**config.mk**
```make
export PLATFORM = sky130hd
export DESIGN_NAME = dcl_top
export DESIGN_NICKNAME = d
export VERILOG_FILES = /design/src/hw/dcl_pkg.sv /design/src/hw/dcl_top.sv
export SDC_FILE = /design/constraint.sdc
export NUM_CORES = 1
export LEC_CHECK = 0
export BUFFER_PORTS_ARGS = -buffer_cell sky130_fd_sc_hd__buf_4
export CAP_MARGIN = 20
export CORE_MARGIN = 10
export CORE_UTILIZATION = 56
export CTS_BUF_LIST = sky130_fd_sc_hd__clkbuf_8
export CTS_CLUSTER_SIZE = 40
export DETAILED_ROUTE_END_ITERATION = 8
export PLACE_DENSITY_LB_ADDON = 0.15
export SLEW_MARGIN = 10
export SYNTH_ARGS = -nofsm -noshare
export SYNTH_HDL_FRONTEND = slang
export SYNTH_SLANG_ARGS = --single-unit
```
**constraint.sdc**
```tcl
create_clock -name ref_clk -period 4.6 [get_ports ref_clk]
set_input_delay 0.46 -clock ref_clk [delete_from_list [all_inputs] [get_ports ref_clk]]
set_output_delay 0.46 -clock ref_clk [all_outputs]
set_load 0.005 [all_outputs]
```
**src/hw/dcl_pkg.sv**
```systemverilog
package dcl_pkg;

    // Register byte addresses.
    localparam logic [15:0] ADDR_LATENCY_REPORT_CONTROL     = 16'h01a0;
    localparam logic [15:0] ADDR_COALESCING_PAUSE_WATERMARK = 16'h2170;
    localparam logic [15:0] ADDR_COALESCING_CONTROL         = 16'h2508;
    localparam logic [15:0] ADDR_LOW_POWER_REQUEST_DELAY    = 16'h2514;
    localparam logic [15:0] ADDR_COALESCING_TX_THRESHOLD    = 16'h3550;
    localparam logic [15:0] ADDR_LATENCY_MINIMUM_VALUES     = 16'h5bb0;
    localparam logic [15:0] ADDR_LATENCY_MAXIMUM_VALUES     = 16'h5bb4;
    localparam logic [15:0] ADDR_RATE_WINDOW_CONTROL        = 16'h5db0;
    localparam logic [15:0] ADDR_BASIC_INTERVAL             = 16'h5dcc;
    localparam logic [15:0] ADDR_RX_RATE_THRESHOLD          = 16'h5dd0;
    localparam logic [15:0] ADDR_RX_RATE_CURRENT_COUNT      = 16'h5dd4;

    // Values after reset.
    localparam logic [1:0]  IDLE_LINK_STATE_RST = 2'h2;
    localparam logic [11:0] TX_THRESHOLD_RST    = 12'he4;
    localparam logic [9:0]  TOL_VALUE_RST       = 10'h005;
    localparam logic [2:0]  TOL_SCALE_RST       = 3'h3;
    localparam logic [9:0]  WINDOW_LEN_RST      = 10'h008;
    localparam logic [24:0] BASIC_INTERVAL_RST  = 25'h05f5e10;

    // Link state requests towards the host port.
    localparam logic [1:0] LINK_L0  = 2'h0;
    localparam logic [1:0] LINK_L0S = 2'h1;
    localparam logic [1:0] LINK_L1  = 2'h2;

    // Timing: clock period, microsecond and the 16 ns basic step, all in ns.
    localparam int CLK_PERIOD_NS = 5;
    localparam int MICROSEC_NS   = 1000;
    localparam int BASIC_STEP_NS = 16;
    localparam int CYC_PER_US    = (MICROSEC_NS + CLK_PERIOD_NS - 1) / CLK_PERIOD_NS;
    localparam logic [7:0] US_DIV_LAST  = 8'(CYC_PER_US - 1);
    localparam logic [4:0] WD_UNIT_LAST = 5'h1f;  // 32 microseconds per watchdog unit.
    localparam logic [4:0] NS_ADD       = 5'(CLK_PERIOD_NS);
    localparam logic [4:0] NS_WRAP      = 5'(BASIC_STEP_NS);

    // Basic interval steps per 16 ns at 10, 100 and 1000 Mb/s.
    localparam logic [25:0] STEP_10M   = 26'h0000001;
    localparam logic [25:0] STEP_100M  = 26'h000000a;
    localparam logic [25:0] STEP_1000M = 26'h0000064;

    typedef enum logic [2:0] {
        ST_RUN  = 3'b001,
        ST_WAIT = 3'b010,
        ST_COAL = 3'b100
    } dcl_state_t;

    typedef struct packed {
        logic [15:0] addr;
        logic [31:0] wdata;
        logic        wr;
        logic        rd;
    } dcl_bus_req_t;

    typedef struct packed {
        logic       snp_req;
        logic       nsnp_req;
        logic [2:0] scale;
        logic [9:0] value;
    } dcl_tol_t;

    typedef struct packed {
        logic [15:0] snoop;
        logic [15:0] no_snoop;
    } dcl_ltr_msg_t;

    typedef struct packed {
        dcl_state_t   st;
        logic [13:0]  wd_limit;
        logic [7:0]   rx_thr;
        logic [1:0]   lx_sel;
        logic         coal_en;
        logic [11:0]  tx_thr;
        logic [11:0]  lp_delay;
        logic [18:0]  rate_thr;
        logic         low_rate;
        logic [24:0]  rate_cnt;
        logic [13:0]  pause_wm;
        dcl_tol_t     tol_min;
        dcl_tol_t     tol_max;
        logic         send_min;
        logic         send_max;
        logic         pd_en;
        logic         ld_en;
        logic [9:0]   win_len;
        logic [24:0]  basic_int;
        logic [7:0]   us_div;
        logic         us_tick;
        logic [4:0]   wd_div;
        logic [4:0]   ns_acc;
        logic [25:0]  bi_cnt;
        logic [9:0]   win_cnt;
        logic [11:0]  dly_cnt;
        logic [13:0]  wd_cnt;
        logic [3:0]   prev_src;
        logic [3:0]   pend;
        logic         xoff_prev;
        logic [31:0]  rdata;
        logic         coal_active;
        logic [1:0]   link_req;
        logic         xoff;
        logic         ltr_send;
        dcl_ltr_msg_t ltr_msg;
    } dcl_regs_t;

endpackage

```
**src/hw/dcl_top.sv**
```systemverilog
// Chosen here: the plain strobed port.
`timescale 1ns/10ps
// Notes on behaviour
// - Watchdog bounds pending work delay, 32 us units.
// - Receive buffer above threshold ends coalescing.
// - Idle link state selects L0, L0s or L1.
// - Coalescing only while enable bit is one.
// - Free transmit space plus pending data ends coalescing.
// - Zero transmit threshold disables transmit exit.
// - Wait programmed microseconds before low-power request.
// - Low receive rate forbids entering coalescing.
// - Status bit shows receive rate below threshold.
// - Rate counter saturates at threshold, never wraps.
// - Pause frame on coalescing, empty FIFO, flow control enable, watermark.
// - Tolerance is value times selected scale.
// - Same tolerance reported for snoop and no-snoop.
// - Requirement bits say whether tolerance applies.
// - Send-minimum rising sends minimum tolerance message.
// - Send-maximum rising sends maximum tolerance message.
// - Port disable sends message without requirements.
// - Link disconnect sends message without requirements.
// - Rate window counts basic intervals, write restarts.
// - Basic interval in 16 ns, scaled by speed.
module dcl_top
    import dcl_pkg::*;
(
    input  wire logic         ref_clk,
    input  wire logic         srst,
    input  wire dcl_bus_req_t bus_req,
    output logic [31:0]       bus_rdata,
    input  wire logic [15:0]  rx_buf_used,
    input  wire logic [11:0]  tx_buf_free,
    input  wire logic         tx_data_waiting,
    input  wire logic         tx_fifo_empty,
    input  wire logic         tx_flow_control_enable,
    input  wire logic         rx_chunk,
    input  wire logic         service_pending,
    input  wire logic         host_idle,
    input  wire logic [1:0]   link_speed,
    input  wire logic         port_disabled,
    input  wire logic         link_disconnected,
    output logic              coalescing_active,
    output logic [1:0]        link_state_req,
    output logic              xoff_req,
    output logic              ltr_send,
    output dcl_ltr_msg_t      ltr_msg
);

    dcl_regs_t s;
    dcl_regs_t n;

    // Maps the idle link-state field; the reserved code keeps the link in L0.
    function automatic logic [1:0] idle_target(input logic [1:0] sel);
        logic [1:0] t;
        t = LINK_L0;
        case (sel)
            2'h1: t = LINK_L0S;
            2'h2: t = LINK_L1;
            default: t = LINK_L0;
        endcase
        return t;
    endfunction

    // Builds one half of a tolerance message from a stored value set.
    function automatic logic [15:0] tol_word(input logic req, input dcl_tol_t v);
        return {req, 2'h0, v.scale, v.value};
    endfunction

    logic [4:0]  ns_sum;
    logic        step16;
    logic [25:0] bi_step;
    logic [25:0] bi_sum;
    logic        win_end;
    logic        rx_exit;
    logic        tx_exit;
    logic        wd_exit;
    logic        enter_ok;
    logic        xoff_cond;
    logic [3:0]  src_now;
    logic [3:0]  pend_all;

    // Next-state logic for the whole block.
    always_comb begin
        ns_sum    = 5'h00;
        step16    = 1'b0;
        bi_step   = STEP_10M;
        bi_sum    = 26'h0;
        win_end   = 1'b0;
        rx_exit   = 1'b0;
        tx_exit   = 1'b0;
        wd_exit   = 1'b0;
        enter_ok  = 1'b0;
        xoff_cond = 1'b0;
        src_now   = 4'h0;
        pend_all  = 4'h0;
        n         = s;
        n.us_tick = 1'b0;
        n.xoff    = 1'b0;
        n.ltr_send = 1'b0;
        n.rdata   = 32'h0;

        // Microsecond timebase and the 32 microsecond watchdog unit.
        if (s.us_div == US_DIV_LAST) begin
            n.us_div  = 8'h00;
            n.us_tick = 1'b1;
        end else begin
            n.us_div = s.us_div + 8'h01;
        end

        // 16 ns steps from a 5 ns clock by a fractional accumulator, so the long-run rate is exact.
        ns_sum = s.ns_acc + NS_ADD;
        if (ns_sum >= NS_WRAP) begin
            step16   = 1'b1;
            n.ns_acc = ns_sum - NS_WRAP;
        end else begin
            n.ns_acc = ns_sum;
        end

        // Faster links advance the interval by more per step instead of dividing the count.
        case (link_speed)
            2'h1: bi_step = STEP_100M;
            2'h2: bi_step = STEP_1000M;
            default: bi_step = STEP_10M;
        endcase
        bi_sum = s.bi_cnt + bi_step;
        if (step16) begin
            if (bi_sum >= {1'b0, s.basic_int}) begin
                n.bi_cnt = 26'h0;
                if (s.win_cnt + 10'h001 >= s.win_len) begin
                    n.win_cnt = 10'h000;
                    win_end   = 1'b1;
                end else begin
                    n.win_cnt = s.win_cnt + 10'h001;
                end
            end else begin
                n.bi_cnt = bi_sum;
            end
        end

        // Receive rate count, saturating at the threshold, and the window verdict.
        if (win_end) begin
            n.low_rate = (s.rate_cnt < {6'h00, s.rate_thr});
            n.rate_cnt = 25'h0;
        end else if (rx_chunk && (s.rate_cnt < {6'h00, s.rate_thr})) begin
            n.rate_cnt = s.rate_cnt + 25'h1;
        end

        // Exit conditions while coalescing or waiting to coalesce.
        rx_exit  = rx_buf_used > {2'h0, s.rx_thr, 6'h00};
        tx_exit  = (s.tx_thr != 12'h0) && (tx_buf_free > s.tx_thr) && tx_data_waiting;
        wd_exit  = service_pending && (s.wd_cnt >= s.wd_limit);
        enter_ok = s.coal_en && host_idle && !s.low_rate && !rx_exit && !tx_exit;

        // Watchdog counts 32 microsecond units only while work is pending.
        if (!service_pending || s.st == ST_RUN) begin
            n.wd_div = 5'h00;
            n.wd_cnt = 14'h0;
        end else if (s.us_tick) begin
            n.wd_div = s.wd_div + 5'h01;
            if (s.wd_div == WD_UNIT_LAST && s.wd_cnt != 14'h3fff) begin
                n.wd_cnt = s.wd_cnt + 14'h0001;
            end
        end

        // Coalescing sequence: run, delay before the low-power request, coalesce.
        case (s.st)
            ST_RUN: begin
                n.coal_active = 1'b0;
                n.dly_cnt     = 12'h0;
                if (s.coal_en) begin
                    n.link_req = LINK_L0;
                    if (enter_ok) begin
                        n.st = ST_WAIT;
                    end
                end else begin
                    n.link_req = host_idle ? idle_target(s.lx_sel) : LINK_L0;
                end
            end
            ST_WAIT: begin
                if (!enter_ok || wd_exit) begin
                    n.st = ST_RUN;
                end else if (s.dly_cnt >= s.lp_delay) begin
                    n.st          = ST_COAL;
                    n.coal_active = 1'b1;
                    n.link_req    = idle_target(s.lx_sel);
                end else if (s.us_tick) begin
                    n.dly_cnt = s.dly_cnt + 12'h001;
                end
            end
            ST_COAL: begin
                if (!s.coal_en || rx_exit || tx_exit || wd_exit) begin
                    n.st          = ST_RUN;
                    n.coal_active = 1'b0;
                    n.link_req    = LINK_L0;
                end
            end
            default: begin
                n.st          = ST_RUN;
                n.coal_active = 1'b0;
                n.link_req    = LINK_L0;
            end
        endcase

        // One pause frame per rise of the pause condition.
        xoff_cond   = s.coal_active && tx_fifo_empty && tx_flow_control_enable
                      && (rx_buf_used >= {2'h0, s.pause_wm});
        n.xoff_prev = xoff_cond;
        n.xoff      = xoff_cond && !s.xoff_prev;

        // Tolerance messages start on rising edges only; bit 0 disable, 1 disconnect.
        src_now    = {s.send_max, s.send_min, link_disconnected, port_disabled};
        n.prev_src = src_now;
        pend_all   = s.pend | (src_now & ~s.prev_src & {2'b11, s.ld_en, s.pd_en});
        n.pend     = pend_all;
        if (pend_all[0] || pend_all[1]) begin
            n.ltr_send = 1'b1;
            n.ltr_msg  = '{snoop: tol_word(1'b0, s.tol_min), no_snoop: tol_word(1'b0, s.tol_min)};
            if (pend_all[0]) begin
                n.pend[0] = 1'b0;
            end else begin
                n.pend[1] = 1'b0;
            end
        end else if (pend_all[2]) begin
            n.ltr_send = 1'b1;
            n.pend[2]  = 1'b0;
            n.ltr_msg  = '{snoop:    tol_word(s.tol_min.snp_req, s.tol_min),
                           no_snoop: tol_word(s.tol_min.nsnp_req, s.tol_min)};
        end else if (pend_all[3]) begin
            n.ltr_send = 1'b1;
            n.pend[3]  = 1'b0;
            n.ltr_msg  = '{snoop:    tol_word(s.tol_max.snp_req, s.tol_max),
                           no_snoop: tol_word(s.tol_max.nsnp_req, s.tol_max)};
        end

        // Register writes; reserved bits are dropped and read back as zero.
        if (bus_req.wr) begin
            case (bus_req.addr)
                ADDR_COALESCING_CONTROL: begin
                    n.wd_limit = bus_req.wdata[13:0];
                    n.rx_thr   = bus_req.wdata[23:16];
                    n.lx_sel   = bus_req.wdata[29:28];
                    n.coal_en  = bus_req.wdata[31];
                end
                ADDR_COALESCING_TX_THRESHOLD: n.tx_thr   = bus_req.wdata[11:0];
                ADDR_LOW_POWER_REQUEST_DELAY: n.lp_delay = bus_req.wdata[11:0];
                ADDR_RX_RATE_THRESHOLD:       n.rate_thr = bus_req.wdata[18:0];
                ADDR_COALESCING_PAUSE_WATERMARK: n.pause_wm = bus_req.wdata[17:4];
                ADDR_LATENCY_MINIMUM_VALUES: begin
                    n.tol_min = '{snp_req: bus_req.wdata[15], nsnp_req: bus_req.wdata[31],
                                  scale: bus_req.wdata[12:10], value: bus_req.wdata[9:0]};
                end
                ADDR_LATENCY_MAXIMUM_VALUES: begin
                    n.tol_max = '{snp_req: bus_req.wdata[15], nsnp_req: bus_req.wdata[31],
                                  scale: bus_req.wdata[12:10], value: bus_req.wdata[9:0]};
                end
                ADDR_LATENCY_REPORT_CONTROL: begin
                    n.send_min = bus_req.wdata[1];
                    n.send_max = bus_req.wdata[2];
                    n.pd_en    = bus_req.wdata[3];
                    n.ld_en    = bus_req.wdata[4];
                end
                ADDR_RATE_WINDOW_CONTROL: begin
                    n.win_len = bus_req.wdata[17:8];
                    n.win_cnt = 10'h000;
                    n.bi_cnt  = 26'h0;
                end
                ADDR_BASIC_INTERVAL: n.basic_int = bus_req.wdata[24:0];
                default: begin
                end
            endcase
        end

        // Register reads; unmapped addresses return zero.
        if (bus_req.rd) begin
            case (bus_req.addr)
                ADDR_COALESCING_CONTROL:
                    n.rdata = {s.coal_en, 1'b0, s.lx_sel, 4'h0, s.rx_thr, 2'h0, s.wd_limit};
                ADDR_COALESCING_TX_THRESHOLD:    n.rdata = {20'h0, s.tx_thr};
                ADDR_LOW_POWER_REQUEST_DELAY:    n.rdata = {20'h0, s.lp_delay};
                ADDR_RX_RATE_THRESHOLD:          n.rdata = {s.low_rate, 12'h0, s.rate_thr};
                ADDR_RX_RATE_CURRENT_COUNT:      n.rdata = {7'h00, s.rate_cnt};
                ADDR_COALESCING_PAUSE_WATERMARK: n.rdata = {14'h0, s.pause_wm, 4'h0};
                ADDR_LATENCY_MINIMUM_VALUES:
                    n.rdata = {s.tol_min.nsnp_req, 15'h0, tol_word(s.tol_min.snp_req, s.tol_min)};
                ADDR_LATENCY_MAXIMUM_VALUES:
                    n.rdata = {s.tol_max.nsnp_req, 15'h0, tol_word(s.tol_max.snp_req, s.tol_max)};
                ADDR_LATENCY_REPORT_CONTROL:
                    n.rdata = {27'h0, s.ld_en, s.pd_en, s.send_max, s.send_min, 1'b0};
                ADDR_RATE_WINDOW_CONTROL:        n.rdata = {14'h0, s.win_len, 8'h00};
                ADDR_BASIC_INTERVAL:             n.rdata = {7'h00, s.basic_int};
                default:                         n.rdata = 32'h0;
            endcase
        end

        // Synchronous reset puts every field at its documented starting value.
        if (srst) begin
            n           = '0;
            n.st        = ST_RUN;
            n.lx_sel    = IDLE_LINK_STATE_RST;
            n.tx_thr    = TX_THRESHOLD_RST;
            n.tol_min   = '{snp_req: 1'b0, nsnp_req: 1'b0, scale: TOL_SCALE_RST, value: TOL_VALUE_RST};
            n.tol_max   = '{snp_req: 1'b0, nsnp_req: 1'b0, scale: TOL_SCALE_RST, value: TOL_VALUE_RST};
            n.pd_en     = 1'b1;
            n.ld_en     = 1'b1;
            n.win_len   = WINDOW_LEN_RST;
            n.basic_int = BASIC_INTERVAL_RST;
            n.link_req  = LINK_L0;
        end
    end

    // The whole state advances on one edge.
    always_ff @(posedge ref_clk) begin
        s <= n;
    end

    // Outputs come straight from the state flops.
    assign bus_rdata         = s.rdata;
    assign coalescing_active = s.coal_active;
    assign link_state_req    = s.link_req;
    assign xoff_req          = s.xoff;
    assign ltr_send          = s.ltr_send;
    assign ltr_msg           = s.ltr_msg;

    // Checks on the coalescing sequence, pause frames and tolerance messages.
    a_enable_gates_coal: assert property (@(posedge ref_clk) disable iff (srst)
        !s.coal_en |=> !coalescing_active)
        else $error("coalescing active with enable clear");

    a_rx_threshold_exit: assert property (@(posedge ref_clk) disable iff (srst)
        (s.st == ST_COAL) && rx_exit |=> !coalescing_active && (link_state_req == LINK_L0))
        else $error("receive threshold did not end coalescing");

    a_tx_threshold_exit: assert property (@(posedge ref_clk) disable iff (srst)
        (s.st == ST_COAL) && (s.tx_thr != 12'h0) && (tx_buf_free > s.tx_thr) && tx_data_waiting
        |=> (s.st == ST_RUN) && (link_state_req == LINK_L0))
        else $error("transmit threshold did not end coalescing");

    a_idle_link_state: assert property (@(posedge ref_clk) disable iff (srst)
        (s.st == ST_RUN) && !s.coal_en && host_idle && (s.lx_sel == 2'h2) && !bus_req.wr
        |=> link_state_req == LINK_L1)
        else $error("idle link state not followed");

    a_low_rate_block: assert property (@(posedge ref_clk) disable iff (srst)
        (s.st == ST_RUN) && s.low_rate |=> s.st != ST_WAIT)
        else $error("coalescing entered at low receive rate");

    a_delay_respected: assert property (@(posedge ref_clk) disable iff (srst)
        (s.st == ST_WAIT) ##1 (s.st == ST_COAL) |-> $past(s.dly_cnt) >= $past(s.lp_delay))
        else $error("low-power request before delay elapsed");

    a_count_saturates: assert property (@(posedge ref_clk) disable iff (srst)
        (s.rate_cnt >= {6'h00, s.rate_thr}) && !win_end |=> $stable(s.rate_cnt))
        else $error("rate counter moved past threshold");

    a_xoff_cause: assert property (@(posedge ref_clk) disable iff (srst)
        xoff_req |-> $past(s.coal_active) && $past(tx_fifo_empty)
                     && $past(tx_flow_control_enable)
                     && ($past(rx_buf_used) >= {2'h0, $past(s.pause_wm)}))
        else $error("pause frame without its cause");

    a_min_report_sent: assert property (@(posedge ref_clk) disable iff (srst)
        $rose(s.send_min) && (s.pend == 4'h0) && !port_disabled && !link_disconnected
        |-> ##[1:2] ltr_send)
        else $error("minimum tolerance message not sent");

    a_disable_report: assert property (@(posedge ref_clk) disable iff (srst)
        $rose(port_disabled) && s.pd_en && (s.pend == 4'h0)
        |=> ltr_send && !ltr_msg.snoop[15] && !ltr_msg.no_snoop[15])
        else $error("port disable message wrong or missing");

    a_send_once: assert property (@(posedge ref_clk) disable iff (srst)
        ltr_send && (s.pend == 4'h0) && (src_now == s.prev_src) |=> !ltr_send)
        else $error("tolerance message repeated without new edge");

endmodule

```
==> impl_metrics.py <==
metrics = {
    "grt": {
        "antenna_found_initial": 0,
        "grt_max_degree": 66,
        "grt_pass1_wl_um": 81000,
        "grt_util_all_layers": 0.260,
        "grt_pass1_vias": 14600,
        "overflow": 0,
    },
    "synthesis": {
        "avgSynthCellArea_um2": 8.17,
        "synth_area_leader_cell": "dfxtp_1",
        "ys.warnings.count": 0,
        "synth.top_cells.by_area": "dfxtp_1 37%, ha_1 9.3%, nand2_1 7.2%, a21oi_1 5.7%, inv_1 3.2%",
        "synth_edf_count": 0,
        "yosysMostFrequentCell": "nand2_1",
        "netlist_instances": 2083,
        "yosysTopAreaCellShare": 0.373,
        "async_flop_share": 0,
        "synth_top_flop_cell": "dfxtp_1",
        "synth_common_cells": "328 x nand2_1, 317 x dfxtp_1, 194 x a21oi_1, 145 x inv_1, 128 x nor2_1",
        "synth_area_um2": 17000,
        "synth_cell_types": 81,
        "synth_seq_cells": 317,
        "yosysSeqAreaShare": 0.373,
    },
    "sta": {
        "hold_slack_ns": 0.0771,
        "relSlewSlack": 0.279,
        "period_needed_ns": 4.38,
        "rsz0062_at_grt": "no",
        "fmax_mhz": 228,
        "drv_slew": 0,
        "layout_setup_ws_ns": 0.219,
        "hold_viol_final": 0,
        "setup_viol": 0,
        "post-route-period-util": 0.952,
        "clock_skew_ns": 0.0189,
        "max_slew.worst_pin.slew_ns": 1.08,
    },
    "floorplan": {
        "io_pins": 159,
        "die_w_um": 194,
        "die_h_um": 194,
        "dieArea_um2": 37800,
        "initial_core_util": 0.571,
        "core_um2": 29800,
        "rows": 63,
    },
    "flow_run": {
        "drv_cap": 0,
    },
    "power_and_ir_drop": {
        "ir_drop_uv": 256,
        "powerDensity_nw_per_um2": 301,
        "p_leak_uw": 0.00767,
        "p_total_uw": 5800,
    },
    "clock_network": {
        "ctsHoldBuffers": 0,
        "numCtsBuffers": 53,
        "cts.sinks": 317,
        "ctsHtreeMaxLevel": 2,
        "clkTransAtPathRegs_ns": 0.06,
        "cts_tree": "done",
        "cts.path.max_buffers": 3,
        "root_buffer": "clkbuf_8",
        "clock_latency_ns": 0.61,
    },
    "route": {
        "drc": 0,
        "viasPerCell": 6.07,
        "drt-wirelength-per-cell_um": 20.0,
        "ant_nets": 0,
        "drtIter0Drc": 2080,
        "dr.pass1.iters": 9,
        "wirelength_um": 51800,
        "routed-via-count": 15800,
    },
    "setup_path": {
        "critPathMaxFanout": 18,
        "path_class": "flip-flop to flip-flop",
        "required_ns": 5.11,
        "arrival_ns": 4.89,
        "crit_path_frequent_cell": "a21oi_1",
        "slowest_stage": "or4b_1",
        "start_kind": "flip-flop",
        "critical_path.cell_chain": "xor2_1, ha_1, a21o_1, a21oi_1, o21bai_1, a21oi_1, o311ai_2, xnor2_1, ha_1, nand4_1, o41ai_1, a21o_1, a21oi_1, a211oi_2, o31ai_4, buf_12, or4b_1, a21oi_1",
        "slowest_delay_ns": 0.48,
        "end_kind": "flip-flop",
    },
    "placement": {
        "portBuffers": 146,
        "gp_congestion": 0.950,
        "dp_worst_setup_slack_ns": -0.226,
        "dpl.hpwl_um": 38100,
        "postPlaceCellArea_um2": 18100,
    },
    "final_layout": {
        "num_antenna_cells": 0,
        "final_core_util": 0.647,
        "drive_above_1_share": 0.141,
        "fin_area_um2": 19300,
        "synthToLayoutAreaGrowth_pct": 13.3,
        "final_nets": 2381,
    },
    "worst_hold_path": {
        "hold_path.class": "input pin to flip-flop",
    },
    "status": {
        "outcome": "completed",
    },
}
==> cells in the final DEF (no fill, tap or decap), drive strengths merged, types with 13 or more instances in the layout <==
master  synthesis  layout
nor2b          19      19
a221oi         13      13
or3            16      16
nand2         329     329
o21ai          42      42
ha            127     127
nor2          128     128
inv           145     162
xnor2          41      41
a21oi         194     194
and2           16      16
xor2           34      34
and3           35      35
dfxtp         317     317
nor4           20      20
nand4          41      41
a211oi         24      24
clkbuf         87      70
a21o           22      22
mux2i          36      36
a222oi         35      35
nand3          84      84
o211ai         19      19
a31oi          18      18
buf            89     194
nor3           19      19
==> per-stage QoR <==
step,instances,TNS (ns)
after detailed placement,2498,-4.52
after global placement,2498,-0.981
final,2596,0
after global routing,2596,0
after CTS,2595,0
after floorplan,2091,0
==> power by group <==
part	leakage [µW]	total (µW)	internal, µW	switching [µW]
combinational	0.00446	353	142	211
sequential	0.00256	2790	2770	20.6
clock	0.000653	2660	1470	1190
total	0.00767	5800	4380	1420
==> per-layer routing <==
metal,global-route usage,up-vias,part of all wire
li1,-,7434,-
met1,0.351,7432,0.42
met2,0.403,774,0.44
met3,0.0516,114,0.098
met4,0.0911,0,0.032
met5,0,-,0
==> registers in the layout, indices dropped and copies added, names as in the netlist <==
signal and flops:
ltr_send 1, bus_rdata 28, coalescing_active 1, s 269
link_state_req 2, xoff_req 1, ltr_msg 15
==> layout make-up <==
cell class,count,area [µm²]
fillers,2582,10500
flip-flops and latches,317,6350
well taps,390,488
multi-input cells,1453,9290
clock inverters,27,169
clock buffers,70,963
inverters,145,544
repair buffers,194,1480
==> worst max-delay path, delay by kind of cell (launching register included) <==
kind	cells	cell delay [ns]
AOI/OAI and AO/OA	11	2.16
DFF	1	0.47
buffers and inverters	1	0.18
and+or+nand+nor	2	0.62
xor gates and xnor gates	2	0.29
adders and majority gates	2	0.55
==> final timing paths <==
path | from | endpoint | slack, ns | depth (start not counted)
hold reg to reg | s[69] | xoff_req | 0.38 | 1
setup reg to reg | s[115] | s[109] | 0.22 | 18
setup / recovery | s[115] | s[109] | 0.22 | 18
hold / removal | bus_req[31] | s[313] | 0.08 | 3
==> kinds of logic (layout without fill, tap and decap cells) <==
group / Yosys count / after routing / share of synthesized area
AO/OA/AOI/OAI: 450 / 450 / 0.177
other: 1 / 9 / 0.000220
multiplexers: 37 / 37 / 0.0218
adder cells (fa/ha/maj): 127 / 127 / 0.0933
flip-flops: 317 / 317 / 0.373
buffers and inverters: 321 / 436 / 0.0871
AND/OR/NAND/NOR: 755 / 755 / 0.208
XOR/XNOR: 75 / 75 / 0.0397
==> timing repair <==
action,in CTS,in global routing
resized for setup,0,2
endpoints found under the setup margin,0,8
buffers inserted,0,0
No activity file was read; power rests on OpenSTA's default activity.
